`config.mk`:
```
export PLATFORM = sky130hd
export DESIGN_NAME = cls_slice
export DESIGN_NICKNAME = d
export VERILOG_FILES = /design/src/verilog/cls_pkg.sv /design/src/verilog/cls_slice.sv
export SDC_FILE = /design/constraint.sdc
export NUM_CORES = 1
export LEC_CHECK = 0
export ABC_AREA = 1
export BUFFER_PORTS_ARGS = -buffer_cell sky130_fd_sc_hd__buf_2
export CAP_MARGIN = 20
export CORE_MARGIN = 2
export CORE_UTILIZATION = 56
export CTS_CLUSTER_DIAMETER = 120
export DETAILED_ROUTE_END_ITERATION = 16
export GPL_TIMING_DRIVEN = 0
export PLACE_DENSITY = 0.8
export SLEW_MARGIN = 0
export SYNTH_ARGS = -nofsm -noshare
export SYNTH_HDL_FRONTEND = slang
export SYNTH_SLANG_ARGS = --single-unit
```
`constraint.sdc`:
```
create_clock -name hclk -period 2.5 [get_ports hclk]
set_input_delay 0.125 -clock hclk [delete_from_list [all_inputs] [get_ports hclk]]
set_output_delay 0.125 -clock hclk [all_outputs]
set_load 0.01 [all_outputs]
```
`src/verilog/cls_pkg.sv`:
```
// shared constants, enums and carriers of the configurable logic slice
package cls_pkg;

	// register byte offsets on the bus
	localparam logic [7:0] OFS_F_TABLE = 8'h00;
	localparam logic [7:0] OFS_G_TABLE = 8'h04;
	localparam logic [7:0] OFS_CONFIG = 8'h08;
	localparam logic [7:0] OFS_CONTROL = 8'h0C;
	localparam logic [7:0] OFS_STATUS = 8'h10;

	// table and register widths
	localparam int TAB_W = 16;
	localparam int CFG_W = 25;
	localparam int STAT_W = 9;

	// config field positions
	localparam int CFG_F_MODE = 0;
	localparam int CFG_G_MODE = 2;
	localparam int CFG_LATCH = 4;
	localparam int CFG_SYNC = 5;
	localparam int CFG_FHI_X = 6;
	localparam int CFG_FHI_Y = 7;
	localparam int CFG_INIT_FOLLOW = 8;
	localparam int CFG_INIT_HI_X = 9;
	localparam int CFG_INIT_HI_Y = 10;
	localparam int CFG_INV_CLK = 11;
	localparam int CFG_INV_CE = 12;
	localparam int CFG_INV_FRC = 13;
	localparam int CFG_INV_OPP = 14;
	localparam int CFG_CE_USED = 15;
	localparam int CFG_OPP_EN = 16;
	localparam int CFG_BYP_X = 17;
	localparam int CFG_BYP_Y = 18;
	localparam int CFG_XSEL = 19;
	localparam int CFG_YSEL = 21;
	localparam int CFG_WIDE = 23;

	// control bits
	localparam int CTRL_GINIT = 0;

	// reset values
	localparam logic [CFG_W-1:0] CFG_RESET = 25'h0000100;
	localparam logic [TAB_W-1:0] TAB_RESET = 16'h0000;

	typedef enum logic [1:0] {MODE_LUT, MODE_RAM, MODE_SHIFT} cls_mode_e;
	typedef enum logic [1:0] {OSEL_LUT, OSEL_COMB, OSEL_SUM} cls_osel_e;
	typedef enum logic [1:0] {WIDE_SIX, WIDE_SEVEN, WIDE_EIGHT} cls_wide_e;

	// slice pins, all from outside the bus clock domain
	typedef struct packed {
		logic [3:0] f_in;
		logic [3:0] g_in;
		logic bypass_in_x;
		logic bypass_in_y;
		logic force_state_in;
		logic ce;
		logic slice_clk;
		logic ram_we;
		logic carry_in;
		logic sop_in;
		logic shift_in;
		logic fx_in0;
		logic fx_in1;
	} cls_pins_s;

	// combinational slice results, registered before leaving
	typedef struct packed {
		logic x;
		logic y;
		logic five;
		logic wide;
		logic carry;
		logic sop;
		logic shift;
	} cls_outs_s;

endpackage

```
`src/verilog/cls_slice.sv`:
```
// configurable logic slice with its configuration registers on ahb-lite
//
// Overview of operation
// - each function generator is a four-input table, any function, same delay.
// - each generator works as table, sixteen-bit memory, or sixteen-bit tapped shift register.
// - two generators per slice, each with its own four inputs.
// - generator result feeds output, storage input, xor gate, carry mux and five-combiner.
// - five-input combiner joins both generators for five and some nine-input functions.
// - wide combiner acts as six, seven or eight-input stage by tile position.
// - tile has four slices in two columns, two carry chains, one shift chain.
// - storage element is either an edge flip-flop or a level latch.
// - storage input selects generator path or bypass input.
// - clock enable active high; unused enable means always enabled.
// - force input drives one or zero as the force attribute says.
// - bypass-y reverse path drives the opposite value when enabled.
// - reset and set together give the reset value.
// - init value follows force attribute by default, or is set independently.
// - set and reset are synchronous or asynchronous per slice.
// - clock, enable and set/reset are shared by both storage elements.
// - every control input has its own selectable polarity; here ram_we has no polarity select.
// - sum-chain or joins top carry output with previous sum-chain or.
// - tables and carry muxes together build wide and gates.
//
// Decided for this implementation: the register addresses and the AHB-Lite slave port.
module cls_slice (
	// clock and reset
	input wire logic hclk,
	input wire logic hresetn,
	// ahb-lite slave
	input wire logic hsel,
	input wire logic [31:0] haddr,
	input wire logic [1:0] htrans,
	input wire logic hwrite,
	input wire logic [2:0] hsize,
	input wire logic [31:0] hwdata,
	input wire logic hready,
	output logic hreadyout,
	output logic hresp,
	output logic [31:0] hrdata,
	// slice pins
	input wire cls_pkg::cls_pins_s pins,
	// slice results
	output cls_pkg::cls_outs_s outs,
	output logic q_x,
	output logic q_y
);

	// pin synchroniser
	cls_pkg::cls_pins_s sync1_reg;
	cls_pkg::cls_pins_s pin;

	always_ff @(posedge hclk or negedge hresetn) begin
		if (!hresetn) begin
			sync1_reg <= '0;
			pin <= '0;
		end else begin
			sync1_reg <= pins;
			pin <= sync1_reg;
		end
	end

	// bus address phase capture
	logic wr_pend_reg;
	logic [7:0] wa_reg;
	logic [31:0] hrdata_reg;
	wire addr_ok = hsel & htrans[1] & hready;
	wire hsize_ok = (hsize == 3'h2);

	always_ff @(posedge hclk or negedge hresetn) begin
		if (!hresetn) begin
			wr_pend_reg <= 1'b0;
			wa_reg <= 8'h00;
		end else begin
			wr_pend_reg <= addr_ok & hwrite & hsize_ok;
			wa_reg <= haddr[7:0];
		end
	end

	wire wr_cfg = wr_pend_reg & (wa_reg == cls_pkg::OFS_CONFIG);
	wire wr_ctrl = wr_pend_reg & (wa_reg == cls_pkg::OFS_CONTROL);

	// configuration register
	logic [cls_pkg::CFG_W-1:0] cfg_reg;
	logic [cls_pkg::CFG_W-1:0] cfg_next;
	assign cfg_next = wr_cfg ? hwdata[cls_pkg::CFG_W-1:0] : cfg_reg;

	always_ff @(posedge hclk or negedge hresetn) begin
		if (!hresetn) begin
			cfg_reg <= cls_pkg::CFG_RESET;
		end else begin
			cfg_reg <= cfg_next;
		end
	end

	wire latch_mode = cfg_reg[cls_pkg::CFG_LATCH];
	wire frc_sync = cfg_reg[cls_pkg::CFG_SYNC];
	wire init_follow = cfg_reg[cls_pkg::CFG_INIT_FOLLOW];
	wire ce_used = cfg_reg[cls_pkg::CFG_CE_USED];
	wire opp_en = cfg_reg[cls_pkg::CFG_OPP_EN];
	wire [1:0] xsel = cfg_reg[cls_pkg::CFG_XSEL +: 2];
	wire [1:0] ysel = cfg_reg[cls_pkg::CFG_YSEL +: 2];
	wire [1:0] wide_lvl = cfg_reg[cls_pkg::CFG_WIDE +: 2];

	// shared controls, polarity folded in by xor
	logic clk_prev_reg;
	wire clk_lvl = pin.slice_clk ^ cfg_reg[cls_pkg::CFG_INV_CLK];
	wire clk_edge = clk_lvl & ~clk_prev_reg;
	wire ce_act = ce_used ? (pin.ce ^ cfg_reg[cls_pkg::CFG_INV_CE]) : 1'b1;
	wire frc_act = pin.force_state_in ^ cfg_reg[cls_pkg::CFG_INV_FRC];
	wire opp_act = opp_en & (pin.bypass_in_y ^ cfg_reg[cls_pkg::CFG_INV_OPP]);

	always_ff @(posedge hclk or negedge hresetn) begin
		if (!hresetn) begin
			clk_prev_reg <= 1'b0;
		end else begin
			clk_prev_reg <= clk_lvl;
		end
	end

	// function generators
	logic [cls_pkg::TAB_W-1:0] tab_reg [2];
	logic [cls_pkg::TAB_W-1:0] tab_next [2];
	logic [1:0] gen_out;
	logic [1:0] gen_shift_in;
	wire [3:0] gen_addr [2];
	wire [1:0] gen_wdata = {pin.bypass_in_y, pin.bypass_in_x};
	assign gen_addr[0] = pin.f_in;
	assign gen_addr[1] = pin.g_in;
	// shift chain runs f table into g table
	assign gen_shift_in = {tab_reg[0][cls_pkg::TAB_W-1], pin.shift_in};

	for (genvar g = 0; g < 2; g++) begin : gen_fg
		wire [1:0] mode = cfg_reg[(g == 0 ? cls_pkg::CFG_F_MODE : cls_pkg::CFG_G_MODE) +: 2];
		wire [7:0] ofs = (g == 0) ? cls_pkg::OFS_F_TABLE : cls_pkg::OFS_G_TABLE;
		wire bus_wr = wr_pend_reg & (wa_reg == ofs);
		wire ram_wr = (mode == cls_pkg::MODE_RAM) & clk_edge & pin.ram_we;
		wire sh_en = (mode == cls_pkg::MODE_SHIFT) & clk_edge & ce_act;
		logic [cls_pkg::TAB_W-1:0] ram_val;
		always_comb begin
			ram_val = tab_reg[g];
			ram_val[gen_addr[g]] = gen_wdata[g];
		end
		// the bus write wins over a slice-side update in the same cycle
		assign tab_next[g] = bus_wr ? hwdata[cls_pkg::TAB_W-1:0] :
			ram_wr ? ram_val :
			sh_en ? {tab_reg[g][cls_pkg::TAB_W-2:0], gen_shift_in[g]} : tab_reg[g];
		// read, tap and table lookup are one path, so delay is function-independent
		assign gen_out[g] = tab_reg[g][gen_addr[g]];
		always_ff @(posedge hclk or negedge hresetn) begin
			if (!hresetn) begin
				tab_reg[g] <= cls_pkg::TAB_RESET;
			end else begin
				tab_reg[g] <= tab_next[g];
			end
		end
	end

	// combiners, carry and sum-of-products
	wire five_c = pin.bypass_in_x ? gen_out[1] : gen_out[0];
	wire wide_lo = (wide_lvl == cls_pkg::WIDE_SIX) ? five_c : pin.fx_in0;
	wire wide_c = pin.bypass_in_y ? pin.fx_in1 : wide_lo;
	// with bypass held low, each carry stage ands its table output in
	wire carry_mid = gen_out[0] ? pin.carry_in : pin.bypass_in_x;
	wire carry_top = gen_out[1] ? carry_mid : pin.bypass_in_y;
	wire sum_x = gen_out[0] ^ pin.carry_in;
	wire sum_y = gen_out[1] ^ carry_mid;
	wire sop_c = pin.sop_in | carry_top;

	wire x_c = (xsel == cls_pkg::OSEL_COMB) ? five_c : (xsel == cls_pkg::OSEL_SUM) ? sum_x : gen_out[0];
	wire y_c = (ysel == cls_pkg::OSEL_COMB) ? wide_c : (ysel == cls_pkg::OSEL_SUM) ? sum_y : gen_out[1];

	cls_pkg::cls_outs_s outs_reg;
	cls_pkg::cls_outs_s outs_next;
	assign outs_next = '{x: x_c, y: y_c, five: five_c, wide: wide_c, carry: carry_top, sop: sop_c,
		shift: tab_reg[1][cls_pkg::TAB_W-1]};

	always_ff @(posedge hclk or negedge hresetn) begin
		if (!hresetn) begin
			outs_reg <= '0;
		end else begin
			outs_reg <= outs_next;
		end
	end

	// storage elements
	logic init_pend_reg;
	logic [1:0] q_reg;
	logic [1:0] q_next;
	wire ginit = init_pend_reg | (wr_ctrl & hwdata[cls_pkg::CTRL_GINIT]);
	wire [1:0] d_gen = {y_c, x_c};
	wire [1:0] d_byp = {pin.bypass_in_y, pin.bypass_in_x};
	wire [1:0] d_sel = {cfg_reg[cls_pkg::CFG_BYP_Y], cfg_reg[cls_pkg::CFG_BYP_X]};
	wire [1:0] fhi = {cfg_reg[cls_pkg::CFG_FHI_Y], cfg_reg[cls_pkg::CFG_FHI_X]};
	wire [1:0] ihi = {cfg_reg[cls_pkg::CFG_INIT_HI_Y], cfg_reg[cls_pkg::CFG_INIT_HI_X]};
	// a latch updates all the time the clock is active, a flop only on its edge
	wire upd = (latch_mode ? clk_lvl : clk_edge) & ce_act;
	wire force_ok = frc_sync ? (latch_mode ? clk_lvl : clk_edge) : 1'b1;

	for (genvar i = 0; i < 2; i++) begin : gen_st
		wire d = d_sel[i] ? d_byp[i] : d_gen[i];
		wire f_set = (frc_act & fhi[i]) | (opp_act & ~fhi[i]);
		wire f_clr = (frc_act & ~fhi[i]) | (opp_act & fhi[i]);
		wire init_v = init_follow ? fhi[i] : ihi[i];
		// clear tested first so that reset dominates set
		assign q_next[i] = ginit ? init_v :
			(force_ok & f_clr) ? 1'b0 :
			(force_ok & f_set) ? 1'b1 :
			upd ? d : q_reg[i];
	end

	always_ff @(posedge hclk or negedge hresetn) begin
		if (!hresetn) begin
			q_reg <= 2'b00;
			init_pend_reg <= 1'b1;
		end else begin
			q_reg <= q_next;
			init_pend_reg <= 1'b0;
		end
	end

	// status and read data, next values read so a write is seen at once
	wire [cls_pkg::STAT_W-1:0] status = {ce_act, clk_lvl, outs_reg.shift, outs_reg.sop, outs_reg.carry,
		gen_out, q_reg};
	wire [7:0] ra = haddr[7:0];
	wire [31:0] rd_mux = (ra == cls_pkg::OFS_F_TABLE) ? {16'h0000, tab_next[0]} :
		(ra == cls_pkg::OFS_G_TABLE) ? {16'h0000, tab_next[1]} :
		(ra == cls_pkg::OFS_CONFIG) ? {7'h00, cfg_next} :
		(ra == cls_pkg::OFS_STATUS) ? {23'h000000, status} : 32'h00000000;

	always_ff @(posedge hclk or negedge hresetn) begin
		if (!hresetn) begin
			hrdata_reg <= 32'h00000000;
		end else if (addr_ok & ~hwrite) begin
			hrdata_reg <= rd_mux;
		end
	end

	assign hreadyout = 1'b1;
	assign hresp = 1'b0;
	assign hrdata = hrdata_reg;
	assign outs = outs_reg;
	assign q_x = q_reg[0];
	assign q_y = q_reg[1];

	wire no_force = ~frc_act & ~opp_act & ~ginit;
endmodule

```
[Yosys cells after proc, flatten, opt, wreduce, memory -nomap -nowiden]
Index checks and enable logic that the tools add are counted.
Cells by class
  shifts and indexed selects: 0
  multiply operators: 0
  div/mod/pow operators: 0
  reductions and logical operators: 7
  mux-type cells: 45
  bitwise operators: 49
  add/subtract/negate cells: 0
  magnitude comparators: 4
  eq/ne operators: 15
Operator list (number)
  25-bit two-way mux: 4
  16-bit two-way mux: 6
  1-bit AND: 33
  16-bit bitwise mux: 2
  1-bit two-way mux: 28
  8-bit by 4-bit equality test with 1-bit output, second input constant: 3
  8-bit by 3-bit equality test with 1-bit output, second input constant: 2
  8-bit zero test: 2
  4-bit by 5-bit less-than comparator with 1-bit output, second input constant: 2
  9-bit two-way mux: 1
  1-bit binary-select mux with 4-bit select: 2
  1-bit demux with 4-bit select: 2
  2-bit by 1-bit equality test with 1-bit output, second input constant: 4
  2-bit equality test, second input constant: 4
  8-bit by 5-bit equality test with 1-bit output, second input constant: 1
  4-bit by 1-bit greater-or-equal comparator with 1-bit output, second input constant: 2
  4-bit nonzero test: 2
  1-bit OR: 6
  1-bit XOR: 6
  1-bit inverter: 4
  3-bit by 2-bit equality test with 1-bit output, second input constant: 1
  1-bit logical AND: 2
  2-bit zero test: 1
Word-level totals
  bits in writable memories: 0
  latch bits: 0
  memories kept: 0
  ROM bits: 0
  word-level logic and storage cells: 163
  bits in registers: 147

[Longest topological paths before layout]
  depth in word-level cells: 11
  mapped depth: 19
  mapped depth without buffers: 19

[Least setup slack after synthesis]
OpenSTA, ideal clock, no wires.
  path kind: register to register
  from: reg wa_reg[1]
  to: reg hrdata_reg[0] (netlist: hrdata[0])
  stages on the path, launching flop included: 10
  period minus slack after synthesis: 1761 ps
  buffers on the path: 1
  required time: 2378 ps
  arrival: 1639 ps
  setup time: 122 ps
  setup slack: 739 ps
  path through: dfrtp_1 -> nor2_1 -> inv_1 -> nor3_1 -> nand2_1 -> buf_1 -> nand2_1 -> o21ai_2 -> o21ai_1 -> o21ai_1
RTL lines
  from (decl): RTL line cls_slice.sv:64  | logic [7:0] wa_reg;
  from (signal assigned): RTL line cls_slice.sv:75  | wa_reg <= haddr[7:0];
  to (signal assigned): RTL line cls_slice.sv:234  | hrdata_reg <= rd_mux;
  to (decl): RTL line cls_slice.sv:65  | logic [31:0] hrdata_reg;

[Worst setup path in the final report]
  from: in haddr[1]
  to: reg hrdata_reg[6] (netlist: hrdata[6])
Between the ends
  longest elaborated chain between the ends: 5
  elaborated cells on any way between the ends: 8
  those cells by class: 3 x eq/ne; 4 x mux; 1 x reduce/logical
RTL lines
  from (decl): RTL line cls_slice.sv:31  | input wire logic [31:0] haddr,
  8-bit by 5-bit equality test with 1-bit output: RTL line cls_slice.sv:228  | (ra == cls_pkg::OFS_STATUS) ? {23'h000000, status} : 32'h00000000;
  9-bit two-way mux: RTL line cls_slice.sv:228
  25-bit two-way mux: RTL line cls_slice.sv:227  | (ra == cls_pkg::OFS_CONFIG) ? {7'h00, cfg_next} :
  25-bit two-way mux: RTL line cls_slice.sv:226  | (ra == cls_pkg::OFS_G_TABLE) ? {16'h0000, tab_next[1]} :
  25-bit two-way mux *: RTL line cls_slice.sv:225  | wire [31:0] rd_mux = (ra == cls_pkg::OFS_F_TABLE) ? {16'h0000, tab_next[0]} :
Every way passes the cells marked *; elsewhere a longest branch is shown, timed or not.
A chain may end at the register's enable or synchronous reset.

==> impl_metrics.env <==
export IMPL_status="finished, final reports clean"
export IMPL_number_of_global_route_vias_before_repair=6439
export IMPL_antenna_diode_count=0
export IMPL_launching_point_of_the_worst_reg2reg_path="d_byp[1]"
export IMPL_global_placement_routability_congestion=0.9645
export IMPL_setup_viol_count_final=0
export IMPL_dieWidth_um=117.1
export IMPL_ir_drop_mv=0.4935
export IMPL_cts_root_to_sink_buffers=2
export IMPL_worst_slew_margin_rel=0.2894
export IMPL_worst_setup_path_start_kind="input pin"
export IMPL_drt_vias_per_instance=5.602
export IMPL_port_buffers=94
export IMPL_grt_first_pass_wirelength_um=33080
export IMPL_mean_syn_cell_area_um2=7.902
export IMPL_power_uw=5510
export IMPL_minimum_clock_period_ns=2.328
export IMPL_clock_sink_count=140
export IMPL_hpwl_um=14650
export IMPL_drtAntennaViolNets=0
export IMPL_p_leak_uw=0.004724
export IMPL_syn_inst_count=906
export IMPL_power_density_mw_per_mm2=617.4
export IMPL_maxClockFrequency_mhz=429.6
export IMPL_die_height_um=117.1
export IMPL_post_route_cells_drive_above_1_share=0.1859
export IMPL_tritoncts="done"
export IMPL_cts_repair_timing_setup_buffer_count=0
export IMPL_hp_start="hwdata[11]"
export IMPL_area_growth_syn_to_layout_pct=24.64
export IMPL_crit_path_end_kind="register"
export IMPL_boundaryPins=136
export IMPL_postSynthRegisterBits=140
export IMPL_fillers=989
export IMPL_path_cells="dlygate4sd3_1 -> buf_2 -> nor2_1 -> inv_1 -> nor2_1 -> inv_1 -> nor2_1 -> inv_1 -> nor2_1 -> inv_1 -> or2_0 -> nand3_1 -> nand2_1"
export IMPL_groute_usage_overall=0.3206
export IMPL_cpLargestDelayFamily="simple AND/OR/NAND/NOR gates"
export IMPL_synth_lib_cells_used_distinct=46
export IMPL_routed_via_count=7019
export IMPL_fin_crit_sh=0.9312
export IMPL_min_delay_path_class="input pin to register"
export IMPL_detail_route_wl_per_cell_um=16.85
export IMPL_clock_root_buffer="sky130_fd_sc_hd__clkbuf_16"
export IMPL_cp_arrival_ns=2.64
export IMPL_largest_reg_flops=30
export IMPL_highest_fanout_seen_on_the_critical_path=8
export IMPL_gr_total_overflow=0
export IMPL_ctsHtreeMaxLevel=4
export IMPL_finalHoldWorstSlack_ns=0.02796
export IMPL_final_hold_violation_count=0
export IMPL_antenna_found_initial=0
export IMPL_cp_startpoint="haddr[1]"
export IMPL_cts_buffers_inserted=17
export IMPL_routed_wl_met3_um=1776
export IMPL_first_iter_violations=778
export IMPL_route_top_layer_used="met4"
export IMPL_coreArea_mm2=0.01257
export IMPL_worst_path_max_delay_cell="sky130_fd_sc_hd__dlygate4sd3_1"
export IMPL_nNetsFinal=1161
export IMPL_grt_setup_unrepaired="no"
export IMPL_post_synth_instance_area_mm2=0.007159
export IMPL_synth_yosys_seq_area_share=0.4897
export IMPL_clk_pin_slew_worst_paths_ns=0.06
export IMPL_cp_buffers_inverters=6
export IMPL_clock_skew_ns=0.006375
export IMPL_max_slew_violation_total_from_the_final_report=0
export IMPL_maximum_number_of_pins_on_one_net_before_global_route_repair=73
export IMPL_setup_cp_type="input pin to register"
export IMPL_clk_insertion_delay_late_ns=0.43
export IMPL_route_final_wire_length_um=21110
export IMPL_detailedRoute_firstPassIterationCount=6
export IMPL_yosys_warnings=0
export IMPL_tightest_slew_ns=1.056
export IMPL_wl_met1_um=8465
export IMPL_maxCapViolCount=0
export IMPL_met2RoutedLength_um=10090
export IMPL_drcViolationCount=0
export IMPL_die_area_mm2=0.01371
export IMPL_worstPathRequired_ns=2.82
export IMPL_floorplan_initialDensity=0.5696
export IMPL_fp_row_count=41
export IMPL_crit_path_max_incr_delay_ns=0.54
layer usage:
| layer | vias up | global-route usage |
|---|---|---|
| met5 | - | 0 |
| met4 | 0 | 0.1490 |
| met3 | 70 | 0.06952 |
| met2 | 404 | 0.5025 |
| met1 | 3278 | 0.4302 |
| li1 | 3267 | - |
worst min-delay path: stages:
cell and delay [ns]:
sky130_fd_sc_hd__buf_2 0.12, sky130_fd_sc_hd__nor2_1 0.10, sky130_fd_sc_hd__a31oi_1 0.06
cell usage after synthesis, drive strengths merged:
cell | count | area, µm²
a211oi | 3 | 22.52
a21boi | 5 | 37.54
a21oi | 49 | 245.2
a221oi | 6 | 52.55
a22oi | 3 | 22.52
a311oi | 23 | 201.4
a31o | 1 | 8.760
a31oi | 3 | 25.02
buf | 30 | 208.9
clkbuf | 12 | 45.04
clkinv | 2 | 12.51
conb | 2 | 7.510
dfrtp | 138 | 3453
dfstp | 2 | 52.55
inv | 91 | 341.6
nand2 | 281 | 1065
nand3 | 18 | 90.09
nand3b | 1 | 7.510
nand4 | 3 | 48.80
nor2 | 100 | 385.4
nor3 | 5 | 25.02
nor4 | 2 | 18.77
nor4b | 1 | 8.760
o211ai | 5 | 37.54
o21a | 1 | 7.510
o21ai | 104 | 610.6
o22ai | 1 | 6.260
o31ai | 9 | 67.56
or2 | 3 | 18.77
xor2 | 2 | 25.03
cell type report:
type                            count  area, µm²  area share
Clock buffer                       20      446.7     0.05006
Timing Repair Buffer              135      902.1      0.1011
Inverter                           93      354.1     0.03968
Multi-Input combinational cell    639       3083      0.3455
Sequential cell                   140       3506      0.3929
Buffer                             42      255.2     0.02860
Clock inverter                     12      161.4     0.01809
Tap cell                          172      215.2     0.02412
through the flow:
step | cells | setup WS, ns | instance area, µm² | TNS [ns] | util
3_5_place_dp | 1181 | 0.2273 | 7909 | 0 | 0.6293
3_3_place_gp | 1180 | -0.5459 | 7875 | -73.34 | 0.6266
6_report | 1253 | 0.1720 | 8924 | 0 | 0.7100
5_1_grt | 1253 | 0.03188 | 8924 | 0 | 0.7100
4_1_cts | 1252 | 0.1716 | 8907 | 0 | 0.7087
2_1_floorplan | 914 | 0.7392 | 7189 | 0 | -
what timing repair did:
action | in CTS | in global routing
hold buffers | 39 | 0
setup endpoints to repair | 0 | 5
resized for setup | 0 | 6
endpoints found under the hold margin | 104 | 0
where the power goes:
part | leakage [µW] | switching (µW) | internal, µW
Combinational | 0.00288 | 306 | 180
Clock | 0.000288 | 1030 | 1610
Sequential | 0.00155 | 46.3 | 2340
final timing paths:
| path | endpoint | slack, ns | cells past startpoint |
|---|---|---|---|
| max in group asynchronous | cfg_reg[8] | 1.46 | 3 |
| min reg2reg | pin[0] | 0.35 | 0 |
| max | hrdata[6] | 0.17 | 13 |
| min in group asynchronous | hrdata[7] | 0.26 | 2 |
| max reg2reg | hrdata[0] | 0.21 | 8 |
| min | tab_reg[11] | 0.03 | 3 |
logic make-up (layout without fill, tap and decap cells):
family          count (synthesis)  count (layout)  synth area share
flops                         140             140            0.4897
xor+xnor                        2               2          0.003496
compound gates                213             213            0.1879
other cells                     2              10          0.001049
simple gates                  414             414            0.2330
buf+inv                       135             302           0.08493
cells in the final DEF, fill, tap and decap left out, types with 17 or more instances in the layout:
master	n
sky130_fd_sc_hd__nand2_1	278
sky130_fd_sc_hd__dfrtp_1	138
sky130_fd_sc_hd__buf_2	107
sky130_fd_sc_hd__nor2_1	94
sky130_fd_sc_hd__inv_1	90
sky130_fd_sc_hd__a21oi_1	49
sky130_fd_sc_hd__o21ai_1	44
sky130_fd_sc_hd__dlygate4sd3_1	39
sky130_fd_sc_hd__o21ai_0	36
sky130_fd_sc_hd__o21ai_2	24
sky130_fd_sc_hd__a311oi_1	23
sky130_fd_sc_hd__nand3_1	18
sky130_fd_sc_hd__clkbuf_16	17
Note: power is estimated with default switching activity, not from simulation.
